<file path="src/design/nafmt_defs.vh">
// constants for the number to ascii string formatter
// assumes nothing; included by bare name from design files
`ifndef NAFMT_DEFS_VH
`define NAFMT_DEFS_VH

// operand kinds on cmd_kind
`define NAFMT_KIND_INT16    2'h0
`define NAFMT_KIND_INT32    2'h1
`define NAFMT_KIND_REAL     2'h2

// format_byte field positions
`define NAFMT_FMT_LEN_HI    7
`define NAFMT_FMT_LEN_LO    4
`define NAFMT_FMT_SEP_BIT   3
`define NAFMT_FMT_NNN_HI    2
`define NAFMT_FMT_NNN_LO    0

// limits and fixed string lengths
`define NAFMT_NNN_MAX       3'h5
`define NAFMT_LEN_INT16     4'h8
`define NAFMT_LEN_INT32     4'hc
`define NAFMT_LEN_REAL_MIN  4'h3
`define NAFMT_BUF_DEPTH     15

// ascii characters
`define NAFMT_CH_SPACE      8'h20
`define NAFMT_CH_MINUS      8'h2d
`define NAFMT_CH_COMMA      8'h2c
`define NAFMT_CH_PERIOD     8'h2e
`define NAFMT_CH_ZERO       8'h30

// single precision real layout
`define NAFMT_REAL_BIAS     150
`define NAFMT_REAL_SHL_MAX  23
`define NAFMT_REAL_EXP_MAX  8'hff

// powers of ten for fraction scaling
`define NAFMT_P10_0         17'h00001
`define NAFMT_P10_1         17'h0000a
`define NAFMT_P10_2         17'h00064
`define NAFMT_P10_3         17'h003e8
`define NAFMT_P10_4         17'h02710
`define NAFMT_P10_5         17'h186a0

// reset value of the enable-out flag
`define NAFMT_ENO_RESET     1'h0

`endif

</file>
<file path="src/design/nafmt_div10.v">
// divide by ten: one decimal digit per use
// assumes a registered caller on the same clock
`timescale 1ns/100ps
`default_nettype none

module nafmt_div10 (
	// dividend
	input  wire [63:0] val,
	// results
	output wire [63:0] quo,
	output wire [3:0]  rem
);

	wire [63:0] full_rem;

	// constant divisor keeps this a plain reciprocal network
	assign quo      = val / 64'h000000000000000a;
	assign full_rem = val % 64'h000000000000000a;
	assign rem      = full_rem[3:0];

endmodule // nafmt_div10

`default_nettype wire

</file>
<file path="src/design/nafmt_core.v">
// number to ascii string formatter: int16, int32 or real to a length-prefixed string
// assumes the sequencer holds command inputs valid with cmd_start, all on sys_clk
//
// What this block does
// - int16 gives 8 chars, 9 bytes
// - int32 gives 12 chars, 13 bytes
// - length byte first, characters follow
// - fraction count above five is illegal
// - zero fraction digits: no separator
// - int16 bad count gives 8 spaces
// - int32 bad count gives 12 spaces
// - separator comma if bit set, else period
// - faults and illegal format clear enable-out
// - minus only for negative values
// - suppress leading zeros, keep units digit
// - right justify, pad with spaces
// - real length from format, 3 to 15
// - real length below three is illegal
// - real: spaces if count bad or overflow
// - real fraction rounded to digit count
// - real carries about seven significant digits
`timescale 1ns/100ps
`default_nettype none
`include "nafmt_defs.vh"

module nafmt_core (
	// clock and reset
	input  wire        sys_clk,
	input  wire        rst_b,
	// command from the sequencer
	input  wire        cmd_start,
	input  wire [1:0]  cmd_kind,
	input  wire [31:0] cmd_operand,
	input  wire [7:0]  cmd_format_byte,
	input  wire [15:0] cmd_dest_addr,
	input  wire        cmd_addr_fault,
	input  wire        cmd_range_fault,
	// data memory write port
	output reg         mem_we,
	output reg  [15:0] mem_addr,
	output reg  [7:0]  mem_wdata,
	// status
	output reg         busy,
	output reg         done,
	output reg         enable_out_flag
);

	localparam [1:0] ST_IDLE  = 2'h0;
	localparam [1:0] ST_SCALE = 2'h1;
	localparam [1:0] ST_DIGIT = 2'h2;
	localparam [1:0] ST_WRITE = 2'h3;

	reg  [1:0]  state;
	reg  [1:0]  kind;
	reg  [2:0]  nnn;
	reg         sep_comma;
	reg  [3:0]  len;
	reg  [31:0] opnd;
	reg  [15:0] dest;
	reg  [63:0] mag;
	reg         neg;
	reg  [3:0]  pos;
	reg  [4:0]  cnt;
	reg         sep_done;
	reg         eno_pend;
	reg  [4:0]  wr_idx;

	// format fields of the incoming command
	wire [2:0]  in_nnn  = cmd_format_byte[`NAFMT_FMT_NNN_HI:`NAFMT_FMT_NNN_LO];
	wire [3:0]  in_ssss = cmd_format_byte[`NAFMT_FMT_LEN_HI:`NAFMT_FMT_LEN_LO];
	wire        in_sep  = cmd_format_byte[`NAFMT_FMT_SEP_BIT];
	wire        in_real = (cmd_kind == `NAFMT_KIND_REAL);
	wire        start_take = cmd_start && (state == ST_IDLE);

	// the upper nibble of an integer format is left unchecked
	wire        nnn_bad = (in_nnn > `NAFMT_NNN_MAX);

	// commands that write nothing at all
	wire        len_bad = in_real && (in_ssss < `NAFMT_LEN_REAL_MIN);
	wire        inf_nan = in_real && (cmd_operand[30:23] == `NAFMT_REAL_EXP_MAX);
	wire        kind_bad = (cmd_kind == 2'h3);
	wire        abort = cmd_addr_fault || cmd_range_fault || kind_bad || inf_nan || len_bad;

	// fixed or programmed string length
	reg  [3:0]  len_sel;
	always @* begin
		if (cmd_kind == `NAFMT_KIND_INT16) begin
			len_sel = `NAFMT_LEN_INT16;
		end else if (cmd_kind == `NAFMT_KIND_INT32) begin
			len_sel = `NAFMT_LEN_INT32;
		end else begin
			len_sel = in_ssss;
		end
	end

	// integer magnitude and sign, taken straight from the operand
	wire [15:0] i16     = cmd_operand[15:0];
	wire [15:0] i16_abs = i16[15] ? (~i16 + 16'h0001) : i16;
	wire [31:0] i32_abs = cmd_operand[31] ? (~cmd_operand + 32'h00000001) : cmd_operand;
	wire        int_neg = (cmd_kind == `NAFMT_KIND_INT16) ? i16[15] : cmd_operand[31];
	wire [63:0] int_mag = (cmd_kind == `NAFMT_KIND_INT16) ? {48'h0, i16_abs} : {32'h0, i32_abs};

	// power of ten for the latched fraction count
	reg  [16:0] p10;
	always @* begin
		case (nnn)
			3'h0: p10 = `NAFMT_P10_0;
			3'h1: p10 = `NAFMT_P10_1;
			3'h2: p10 = `NAFMT_P10_2;
			3'h3: p10 = `NAFMT_P10_3;
			3'h4: p10 = `NAFMT_P10_4;
			default: p10 = `NAFMT_P10_5;
		endcase
	end

	// real scaling: mantissa times ten to nnn, then binary exponent with half-up rounding
	// only the 24-bit mantissa is kept, so digits past about seven are noise
	reg  [40:0] r_prod;
	reg  [63:0] r_ext;
	reg  [63:0] r_mag;
	reg         r_big;
	integer     sh;
	integer     rsh;
	always @* begin
		r_prod = {17'h0, 1'b1, opnd[22:0]} * {24'h0, p10};
		r_ext  = {23'h0, r_prod};
		r_mag  = 64'h0;
		r_big  = 1'b0;
		sh     = opnd[30:23];
		sh     = sh - `NAFMT_REAL_BIAS;
		rsh    = 0 - sh;
		if (opnd[30:23] == 8'h00) begin
			r_mag = 64'h0; // denormals flush to zero
		end else if (sh >= 0) begin
			if (sh > `NAFMT_REAL_SHL_MAX) begin
				r_big = 1'b1;
			end else begin
				r_mag = r_ext << sh;
			end
		end else begin
			r_mag = (r_ext + (64'h1 << (rsh - 1))) >> rsh;
		end
	end

	// one decimal digit per digit step
	wire [63:0] quo;
	wire [3:0]  rem;
	nafmt_div10 nafmt_div10_i (
		.val (mag),
		.quo (quo),
		.rem (rem)
	);

	// what the digit step writes next, from the right end leftward
	wire        dig_pending = (cnt <= {2'h0, nnn}) || (mag != 64'h0);
	wire        sep_pending = (nnn != 3'h0) && (cnt == {2'h0, nnn}) && !sep_done;
	wire        more        = sep_pending || dig_pending || neg;
	wire        in_digit    = (state == ST_DIGIT);
	wire        ovf         = in_digit && more && (pos == 4'h0);
	wire        buf_we      = in_digit && more && (pos != 4'h0);
	wire [7:0]  sep_ch      = sep_comma ? `NAFMT_CH_COMMA : `NAFMT_CH_PERIOD;
	reg  [7:0]  buf_char;
	always @* begin
		if (sep_pending) begin
			buf_char = sep_ch;
		end else if (dig_pending) begin
			buf_char = `NAFMT_CH_ZERO + {4'h0, rem};
		end else begin
			buf_char = `NAFMT_CH_MINUS;
		end
	end

	// buffer is wiped to spaces on a new command or when the string does not fit
	wire        buf_clear = start_take || ovf || ((state == ST_SCALE) && r_big);

	// character buffer, entry i holds string position i+1
	wire [8*`NAFMT_BUF_DEPTH-1:0] buf_flat;
	genvar gi;
	generate
		for (gi = 0; gi < `NAFMT_BUF_DEPTH; gi = gi + 1) begin : g_entry
			localparam [3:0] ENTRY_POS = gi + 1;
			reg [7:0] ch;
			always @(posedge sys_clk or negedge rst_b) begin
				if (!rst_b) begin
					ch <= `NAFMT_CH_SPACE;
				end else if (buf_clear) begin
					ch <= `NAFMT_CH_SPACE;
				end else if (buf_we && (pos == ENTRY_POS)) begin
					ch <= buf_char;
				end
			end
			assign buf_flat[8*gi+7:8*gi] = ch;
		end
	endgenerate

	// read side for the memory write sequence
	wire [3:0]  rd_sel  = wr_idx[3:0] - 4'h1;
	wire [7:0]  rd_char = buf_flat[{rd_sel, 3'b000} +: 8];

	// main sequencer
	always @(posedge sys_clk or negedge rst_b) begin
		if (!rst_b) begin
			state           <= ST_IDLE;
			kind            <= `NAFMT_KIND_INT16;
			nnn             <= 3'h0;
			sep_comma       <= 1'b0;
			len             <= 4'h0;
			opnd            <= 32'h0;
			dest            <= 16'h0;
			mag             <= 64'h0;
			neg             <= 1'b0;
			pos             <= 4'h0;
			cnt             <= 5'h0;
			sep_done        <= 1'b0;
			eno_pend        <= 1'b0;
			wr_idx          <= 5'h0;
			mem_we          <= 1'b0;
			mem_addr        <= 16'h0;
			mem_wdata       <= 8'h0;
			busy            <= 1'b0;
			done            <= 1'b0;
			enable_out_flag <= `NAFMT_ENO_RESET;
		end else begin
			mem_we <= 1'b0;
			done   <= 1'b0;
			case (state)
				ST_IDLE: begin
					if (cmd_start) begin
						kind      <= cmd_kind;
						nnn       <= in_nnn;
						sep_comma <= in_sep;
						len       <= len_sel;
						pos       <= len_sel;
						opnd      <= cmd_operand;
						dest      <= cmd_dest_addr;
						mag       <= int_mag;
						neg       <= int_neg;
						cnt       <= 5'h0;
						sep_done  <= 1'b0;
						wr_idx    <= 5'h0;
						if (abort) begin
							// nothing is written, the flag drops at once
							done            <= 1'b1;
							enable_out_flag <= 1'b0;
						end else if (nnn_bad) begin
							// spaces already loaded, go straight to the write-out
							busy     <= 1'b1;
							eno_pend <= 1'b0;
							state    <= ST_WRITE;
						end else begin
							busy     <= 1'b1;
							eno_pend <= 1'b1;
							state    <= in_real ? ST_SCALE : ST_DIGIT;
						end
					end
				end
				ST_SCALE: begin
					if (r_big) begin
						eno_pend <= 1'b0;
						state    <= ST_WRITE;
					end else begin
						mag   <= r_mag;
						neg   <= opnd[31] && (r_mag != 64'h0); // rounded-away value shows no sign
						state <= ST_DIGIT;
					end
				end
				ST_DIGIT: begin
					if (ovf) begin
						// only a real can outgrow its string; integers always fit
						eno_pend <= 1'b0;
						state    <= ST_WRITE;
					end else if (buf_we) begin
						pos <= pos - 4'h1;
						if (sep_pending) begin
							sep_done <= 1'b1;
						end else if (dig_pending) begin
							mag <= quo;
							cnt <= cnt + 5'h01;
						end else begin
							neg <= 1'b0;
						end
					end else begin
						state <= ST_WRITE;
					end
				end
				default: begin
					if (wr_idx <= {1'b0, len}) begin
						mem_we   <= 1'b1;
						mem_addr <= dest + {11'h0, wr_idx};
						// first byte is the length, then characters in order
						if (wr_idx == 5'h00) begin
							mem_wdata <= {4'h0, len};
						end else begin
							mem_wdata <= rd_char;
						end
						wr_idx <= wr_idx + 5'h01;
					end else begin
						busy            <= 1'b0;
						done            <= 1'b1;
						enable_out_flag <= eno_pend;
						state           <= ST_IDLE;
					end
				end
			endcase
		end
	end

endmodule // nafmt_core

`default_nettype wire

</file>
<file path="config.mk">
export PLATFORM = sky130hd
export DESIGN_NAME = nafmt_core
export DESIGN_NICKNAME = d
export VERILOG_FILES = /design/src/design/nafmt_div10.v /design/src/design/nafmt_core.v
export VERILOG_INCLUDE_DIRS = /design/src /design/src/design
export SDC_FILE = /design/constraint.sdc
export NUM_CORES = 2
export LEC_CHECK = 0
export ABC_AREA = 1
export ABC_CLOCK_PERIOD_IN_PS = 62200
export BUFFER_PORTS_ARGS = -buffer_cell sky130_fd_sc_hd__buf_4
export CORE_ASPECT_RATIO = 1.1
export CORE_MARGIN = 2
export CORE_UTILIZATION = 35
export DETAILED_ROUTE_END_ITERATION = 8
export SLEW_MARGIN = 20
export SYNTH_ARGS = -nofsm -noshare
export SYNTH_HDL_FRONTEND = slang
export SYNTH_SLANG_ARGS = --single-unit
</file>
<file path="constraint.sdc">
create_clock -name sys_clk -period 62.2 [get_ports sys_clk]
set_input_delay 3.11 -clock sys_clk [delete_from_list [all_inputs] [get_ports sys_clk]]
set_output_delay 3.11 -clock sys_clk [all_outputs]
set_load 0.02 [all_outputs]
</file>
=== Yosys cells after proc, flatten, opt, wreduce, memory -nomap -nowiden ===
Index checks and enable logic that the tools add are counted.

* Bits of input ports: 63
* Output and inout bits: 28
* Memory bits (writable): 0
* Latch bits: 0
* Memories kept: 0
* Memory bits (read-only): 0
* Register bits: 287
* Word-level logic and storage cells: 288

* Bitwise logic cells: 4
* Magnitude comparators: 6
* Muxes and demuxes: 107
* Shift operators: 4
* Equality and inequality tests: 41
* Div/mod/pow operators: 2
* Multipliers: 1
* Add/sub/neg operators: 12
* Reductions and logical operators: 77

{| class="wikitable"
|+ Operators by type and width
! kind !! count
|-
| 2-to-1 mux 64 bit || 9
|-
| 2-to-1 mux 8 bit || 31
|-
| case mux 64 bit (3 select lines) || 1
|-
| nonzero test 64 bit || 2
|-
| variable part select 120 x 8 -> 8 bit || 1
|-
| case mux 17 bit (5 select lines) || 1
|-
| adder 41 x 64 -> 64 bit || 1
|-
| divider 64 x 4 -> 64 bit (second input constant) || 1
|-
| modulo 64 x 4 -> 64 bit (second input constant) || 1
|-
| 2-to-1 mux 32 bit || 2
|-
| left shift 1 x 32 -> 64 bit (first input constant) || 1
|-
| left shift 41 x 32 -> 64 bit || 1
|-
| right shift 64 x 32 -> 64 bit || 1
|-
| multiplier 24 x 17 -> 41 bit || 1
|-
| nonzero test 2 bit || 17
|-
| adder 32 x 1 -> 32 bit (second input constant) || 1
|-
| equality test 4 bit (second input constant) || 8
|-
| NOT 32 bit || 1
|-
| 2-to-1 mux 1 bit || 31
|-
| 2-to-1 mux 5 bit || 6
|-
| logical AND 1 bit || 25
|-
| inequality test 2 bit (second input constant) || 11
|-
| 2-to-1 mux 4 bit || 5
|-
| case mux 5 bit (2 select lines) || 2
|-
| other kinds (53) || 93
|}

=== Logic depth before layout (Yosys ltp) ===
* Word-level depth: 12
* Depth in mapped cells: 294
* Depth with buffers taken out: 292

=== Cells and area by module ===
A second synthesis with hierarchy kept.

* Cell total of the unflattened synthesis: 6262
* Area total of the unflattened synthesis: 40428.8 um^2

{| class="wikitable"
|+ Modules (own cells, without submodules)
! module !! area an instance (um^2) !! sequential area each (um^2) !! times used !! cells each
|-
| nafmt_core || 33977.6 || 6005.8 || 1 || 5142
|-
| nafmt_div10 || 6451.2 || 0.0 || 1 || 1120
|}

=== Worst setup path after synthesis ===
No wires, ideal clock.

* Path type: register -> register
* Start: register mag[63]
* End: register g_entry[12].ch[2]
* Buffers on the path: 2
* Path slack: 42.595 ns
* Arrival: 19.470 ns
* Cell stages (with the launch flop): 261
* Period minus slack after synthesis: 19.605 ns
* Library setup time: 0.135 ns
* Data required time: 62.065 ns
* Cells stage by stage: dfrtp_1 buf_4 nand2_2 inv_1 o21bai_2 nand2_2 nand2_4 nand2_1 nand3_2 nand2_2 nand2_2 nand2_1 nand2_2 inv_2 nand2_4 nand3_2 nand2_1 nand3_2 (+225 left out) nand3_1 nand2_2 nand2_2 nand2_1 nand2_1 inv_1 nand2_2 nand2_2 nand2_1 nand2_1 inv_1 ha_1 inv_1 nand2_2 nand3_2 nand2_4 buf_8 o21ai_2

* Word-level cells in the longest chain between the ends: 9
* Elaborated cells between the ends (all ways): 17
* Those cells by class: 1 x add/sub; 1 x div; 4 x mux; 11 x reduce/logical

{| class="wikitable"
|+ RTL lines
! item !! line !! RTL
|-
| from (decl) || nafmt_core.v:60 || <nowiki>reg [63:0] mag;</nowiki>
|-
| from (signal assigned) || nafmt_core.v:236 || <nowiki>mag <= int_mag;</nowiki>
|-
| from (signal assigned) || nafmt_core.v:262 || <nowiki>mag <= r_mag;</nowiki>
|-
| from (signal assigned) || nafmt_core.v:277 || <nowiki>mag <= quo;</nowiki>
|-
| branches (longest 9 deep; another with modulo 64 x 4 -> 64 bit) || n/a ||
|-
| to (signal assigned) || nafmt_core.v:185 || <nowiki>ch <= `NAFMT_CH_SPACE;</nowiki>
|-
| to (signal assigned) || nafmt_core.v:187 || <nowiki>ch <= `NAFMT_CH_SPACE;</nowiki>
|-
| to (signal assigned) || nafmt_core.v:189 || <nowiki>ch <= buf_char;</nowiki>
|-
| to (decl) || nafmt_core.v:182 || <nowiki>reg [7:0] ch;</nowiki>
|}

Several ways; the timed one is not identified. The select of a mux whose other input is x is not followed.
A chain may end at the register's enable or synchronous reset.

=== Worst setup path in the final report ===
* Start: register mag[63]
* End: register g_entry[8].ch[3]

* Word-level cells in the longest chain between the ends: 9
* Elaborated cells between the ends (all ways): 17
* Those cells by class: 1 x add/sub; 1 x div; 4 x mux; 11 x reduce/logical

{| class="wikitable"
|+ RTL lines
! item !! line
|-
| branches (longest 9 deep; another with modulo 64 x 4 -> 64 bit) || n/a
|-
| to (signal assigned) || nafmt_core.v:185
|-
| to (signal assigned) || nafmt_core.v:187
|-
| to (signal assigned) || nafmt_core.v:189
|-
| to (decl) || nafmt_core.v:182
|}

Several ways; the timed one is not identified. The select of a mux whose other input is x is not followed.

==> results_dict.tcl <==
set metrics [dict create \
    outcome "complete, no violations" \
    fin_skew_ns 0.03569 \
    core_region_area_sq_um 105900 \
    cp.arrival_ns 22.72 \
    hold_viol 0 \
    synthCells 5677 \
    hp-class "flop to flop" \
    met3_usage 0.03650 \
    end_kind "flop" \
    drt_wl_total_microns 125400 \
    report.final.setup_viol 0 \
    use_met2 0.3729 \
    place_congestion 1.014 \
    grt_pass1_vias 35980 \
    critPathRequiredTime_ns 62.67 \
    gr-total-overflow 0 \
    wl_per_cell_microns 17.83 \
    finalNetCount 6164 \
    period_share 0.3578 \
    yosysTopAreaCell "dfrtp_1" \
    post_cts_resize_count 0 \
    grt_max_degree 131 \
    maxCapViolations 0 \
    startpoint_type "flop" \
    cts-root-buf "clkbuf_16" \
    dp_hpwl_microns 99260 \
    rows 125 \
    via_count 37070 \
    detail-route-antenna-nets 0 \
    synth.distinct_cells 72 \
    slew_violations 0 \
    tritoncts.num_buffers 31 \
    path_clk_slew_ns 0.07 \
    die_w_microns 316.0 \
    slowest_stage "dfrtp_1" \
    ys.flop_type "dfrtp_1" \
    clock_sinks 240 \
    crit_path_frequent_cell "nand2_2" \
    seq_area_sq_um 6007 \
    fmax_ghz 0.04494 \
    hold_depth 2 \
    cts_hold_buffers 0 \
    grt.met1_usage 0.3072 \
    async_flop_share 1.000 \
    critPathBufInv 22 \
    drc 0 \
    port_buffers 88 \
    slew-limit-headroom 0.2871 \
    post_cts_buffers 0 \
    synth-seq-cells 240 \
    gr-usage-all-layers 0.2272 \
    syn_area_sq_um 37490 \
    drive_above_1_share 0.1083 \
    drtIter0Drc 3150 \
    grt_pass1_wl_microns 200000 \
    synth_top_area_share 0.1602 \
    drt-pass1-iter-count 6 \
    reg2reg_depth 249 \
    multi_input_area_sq_um 27150 \
    critPathMaxStageDelay_ns 0.51 \
    die_h_microns 347.2 \
    worstPathMaxFanout 15 \
    grt-busiest-layer "met2" \
    nFillCells 11330 \
    syn_avg_cell_area_sq_um 6.603 \
    io_pins 91 \
    htree_num_levels 1 \
    synth-edff-count 0 \
    ys_warn_count 0 \
    yosysMostFrequentCell "nand2_1" \
    ys_seq_area_frac 0.1602 \
    dieArea_sq_um 109700 \
    start_util 0.3540 \
    synth_area_leaders "dfrtp_1 (16%), nand2_1 (14%), fa_1 (14%)" \
    synthTopCellsByCount "nand2_1 (1,436), inv_1 (794), o21ai_0 (501)" \
    crit_type "flop to flop" \
    cts_tree "yes" \
    worstSkewPairLatency_ns 0.61 \
    fin_setup_tns_ns 0 \
    worstSetupPathDepth 249 \
    cts_buffer_depth 3 \
    tightest_slew_ns 1.068 \
    antenna_found_initial 5 \
    rsz0062_at_grt "no" \
    period_minus_slack_ns 22.25 \
    area_delta_synth_final_pct 7.743 \
    critPathTopFamily "simple AND/OR/NAND/NOR gates" \
    viasPerCell 5.271 \
]
## layout make-up
type,count,area share
clock inverters,16,0.003748
multi-input cells,4312,0.6723
clock buffers,41,0.02137
well taps,1397,0.04328
repair buffers,136,0.02577
flip-flops and latches,240,0.1487
diodes,1,0.00006196
inverters,889,0.08479
## path summary, 6_finish.rpt
check / startpoint / endpoint / slack, ns
setup reg to reg: mag[63] / g_entry[8].ch[3] / 39.95
setup / recovery: mag[63] / g_entry[8].ch[3] / 39.95
hold / removal: g_entry[2].ch[1] / g_entry[2].ch[1] / 0.48
max in group asynchronous: rst_b / mag[29] / 58.33
hold reg to reg: g_entry[2].ch[1] / g_entry[2].ch[1] / 0.48
min in group asynchronous: rst_b / len[1] / 2.60
## cells by family (layout without fill, tap and decap cells)
logic type | count (synthesis) | in the layout | synth area share
and+or+nand+nor | 2701 | 2701 | 0.3251
buffers and inverters | 1126 | 1082 | 0.1170
AOI/OAI and AO/OA | 1002 | 1002 | 0.1535
adders and majority gates | 491 | 491 | 0.2155
DFF | 240 | 240 | 0.1602
xor gates and xnor gates | 73 | 73 | 0.01706
muxes | 43 | 43 | 0.01148
other | 1 | 3 | 0.0001000
## worst reg2reg max path: cells and delay by family, from the launching register on
family	cells	cell delay, ns
AO/OA/AOI/OAI	3	0.57
AND/OR/NAND/NOR	222	18.99
buffers and inverters	22	1.69
adder cells (fa/ha/maj)	1	0.18
flip-flops	1	0.51
XOR/XNOR	1	0.17
## state kept, by name, indices dropped and copies added, names as in the netlist, 2 cells and up
name / cells
g_entry.ch: 75
mag: 64
opnd: 32
dest: 16
mem_addr: 16
mem_wdata: 6
cnt: 5
wr_idx: 5
len: 4
pos: 4
nnn: 3
state: 2
## per-stage QoR
stage,instance area [sq um],hold slack [ns],setup WS [ns],util,std cells
after floorplan,37490,0.4422,42.59,-,5678
after global placement,39360,0.4564,41.03,0.3717,6974
after CTS,40380,0.4773,40.00,0.3813,7031
after detailed placement,39360,0.4609,40.07,0.3717,6974
after global routing,40390,0.4917,36.44,0.3814,7031
final,40390,0.4755,39.95,0.3815,7032
## cells in the final DEF, fill, tap and decap left out, drive strengths merged, types with 5 or more instances in the layout
master,Yosys,layout
nand2,1666,1666
inv,868,870
o21ai,540,540
nand3,474,474
nor2,378,378
fa,258,258
dfrtp,240,240
ha,233,233
a21oi,213,213
buf,50,136
nor3,71,71
nand4,62,62
xor2,60,60
a31oi,46,46
o221ai,44,44
mux2i,43,43
o211ai,42,42
clkbuf,187,41
o22ai,27,27
clkinv,15,26
or2,22,22
nor4,20,20
o31ai,16,16
a22oi,15,15
xnor2,13,13
bufinv,6,8
a21o,7,7
o311ai,6,6
a221oi,6,6
o21bai,6,6
nor3b,5,5
a2111oi,5,5
a211oi,5,5
## routing by layer
metal | wire, microns | vias to the layer above
met3 | 9064 | 220
met2 | 57270 | 1216
li1 | - | 18220
met5 | 53 | -
met4 | 4109 | 8
met1 | 54880 | 17400
Power is not shown: default switching activity piles up to over one toggle a cycle in this logic, so the estimate is an artifact.
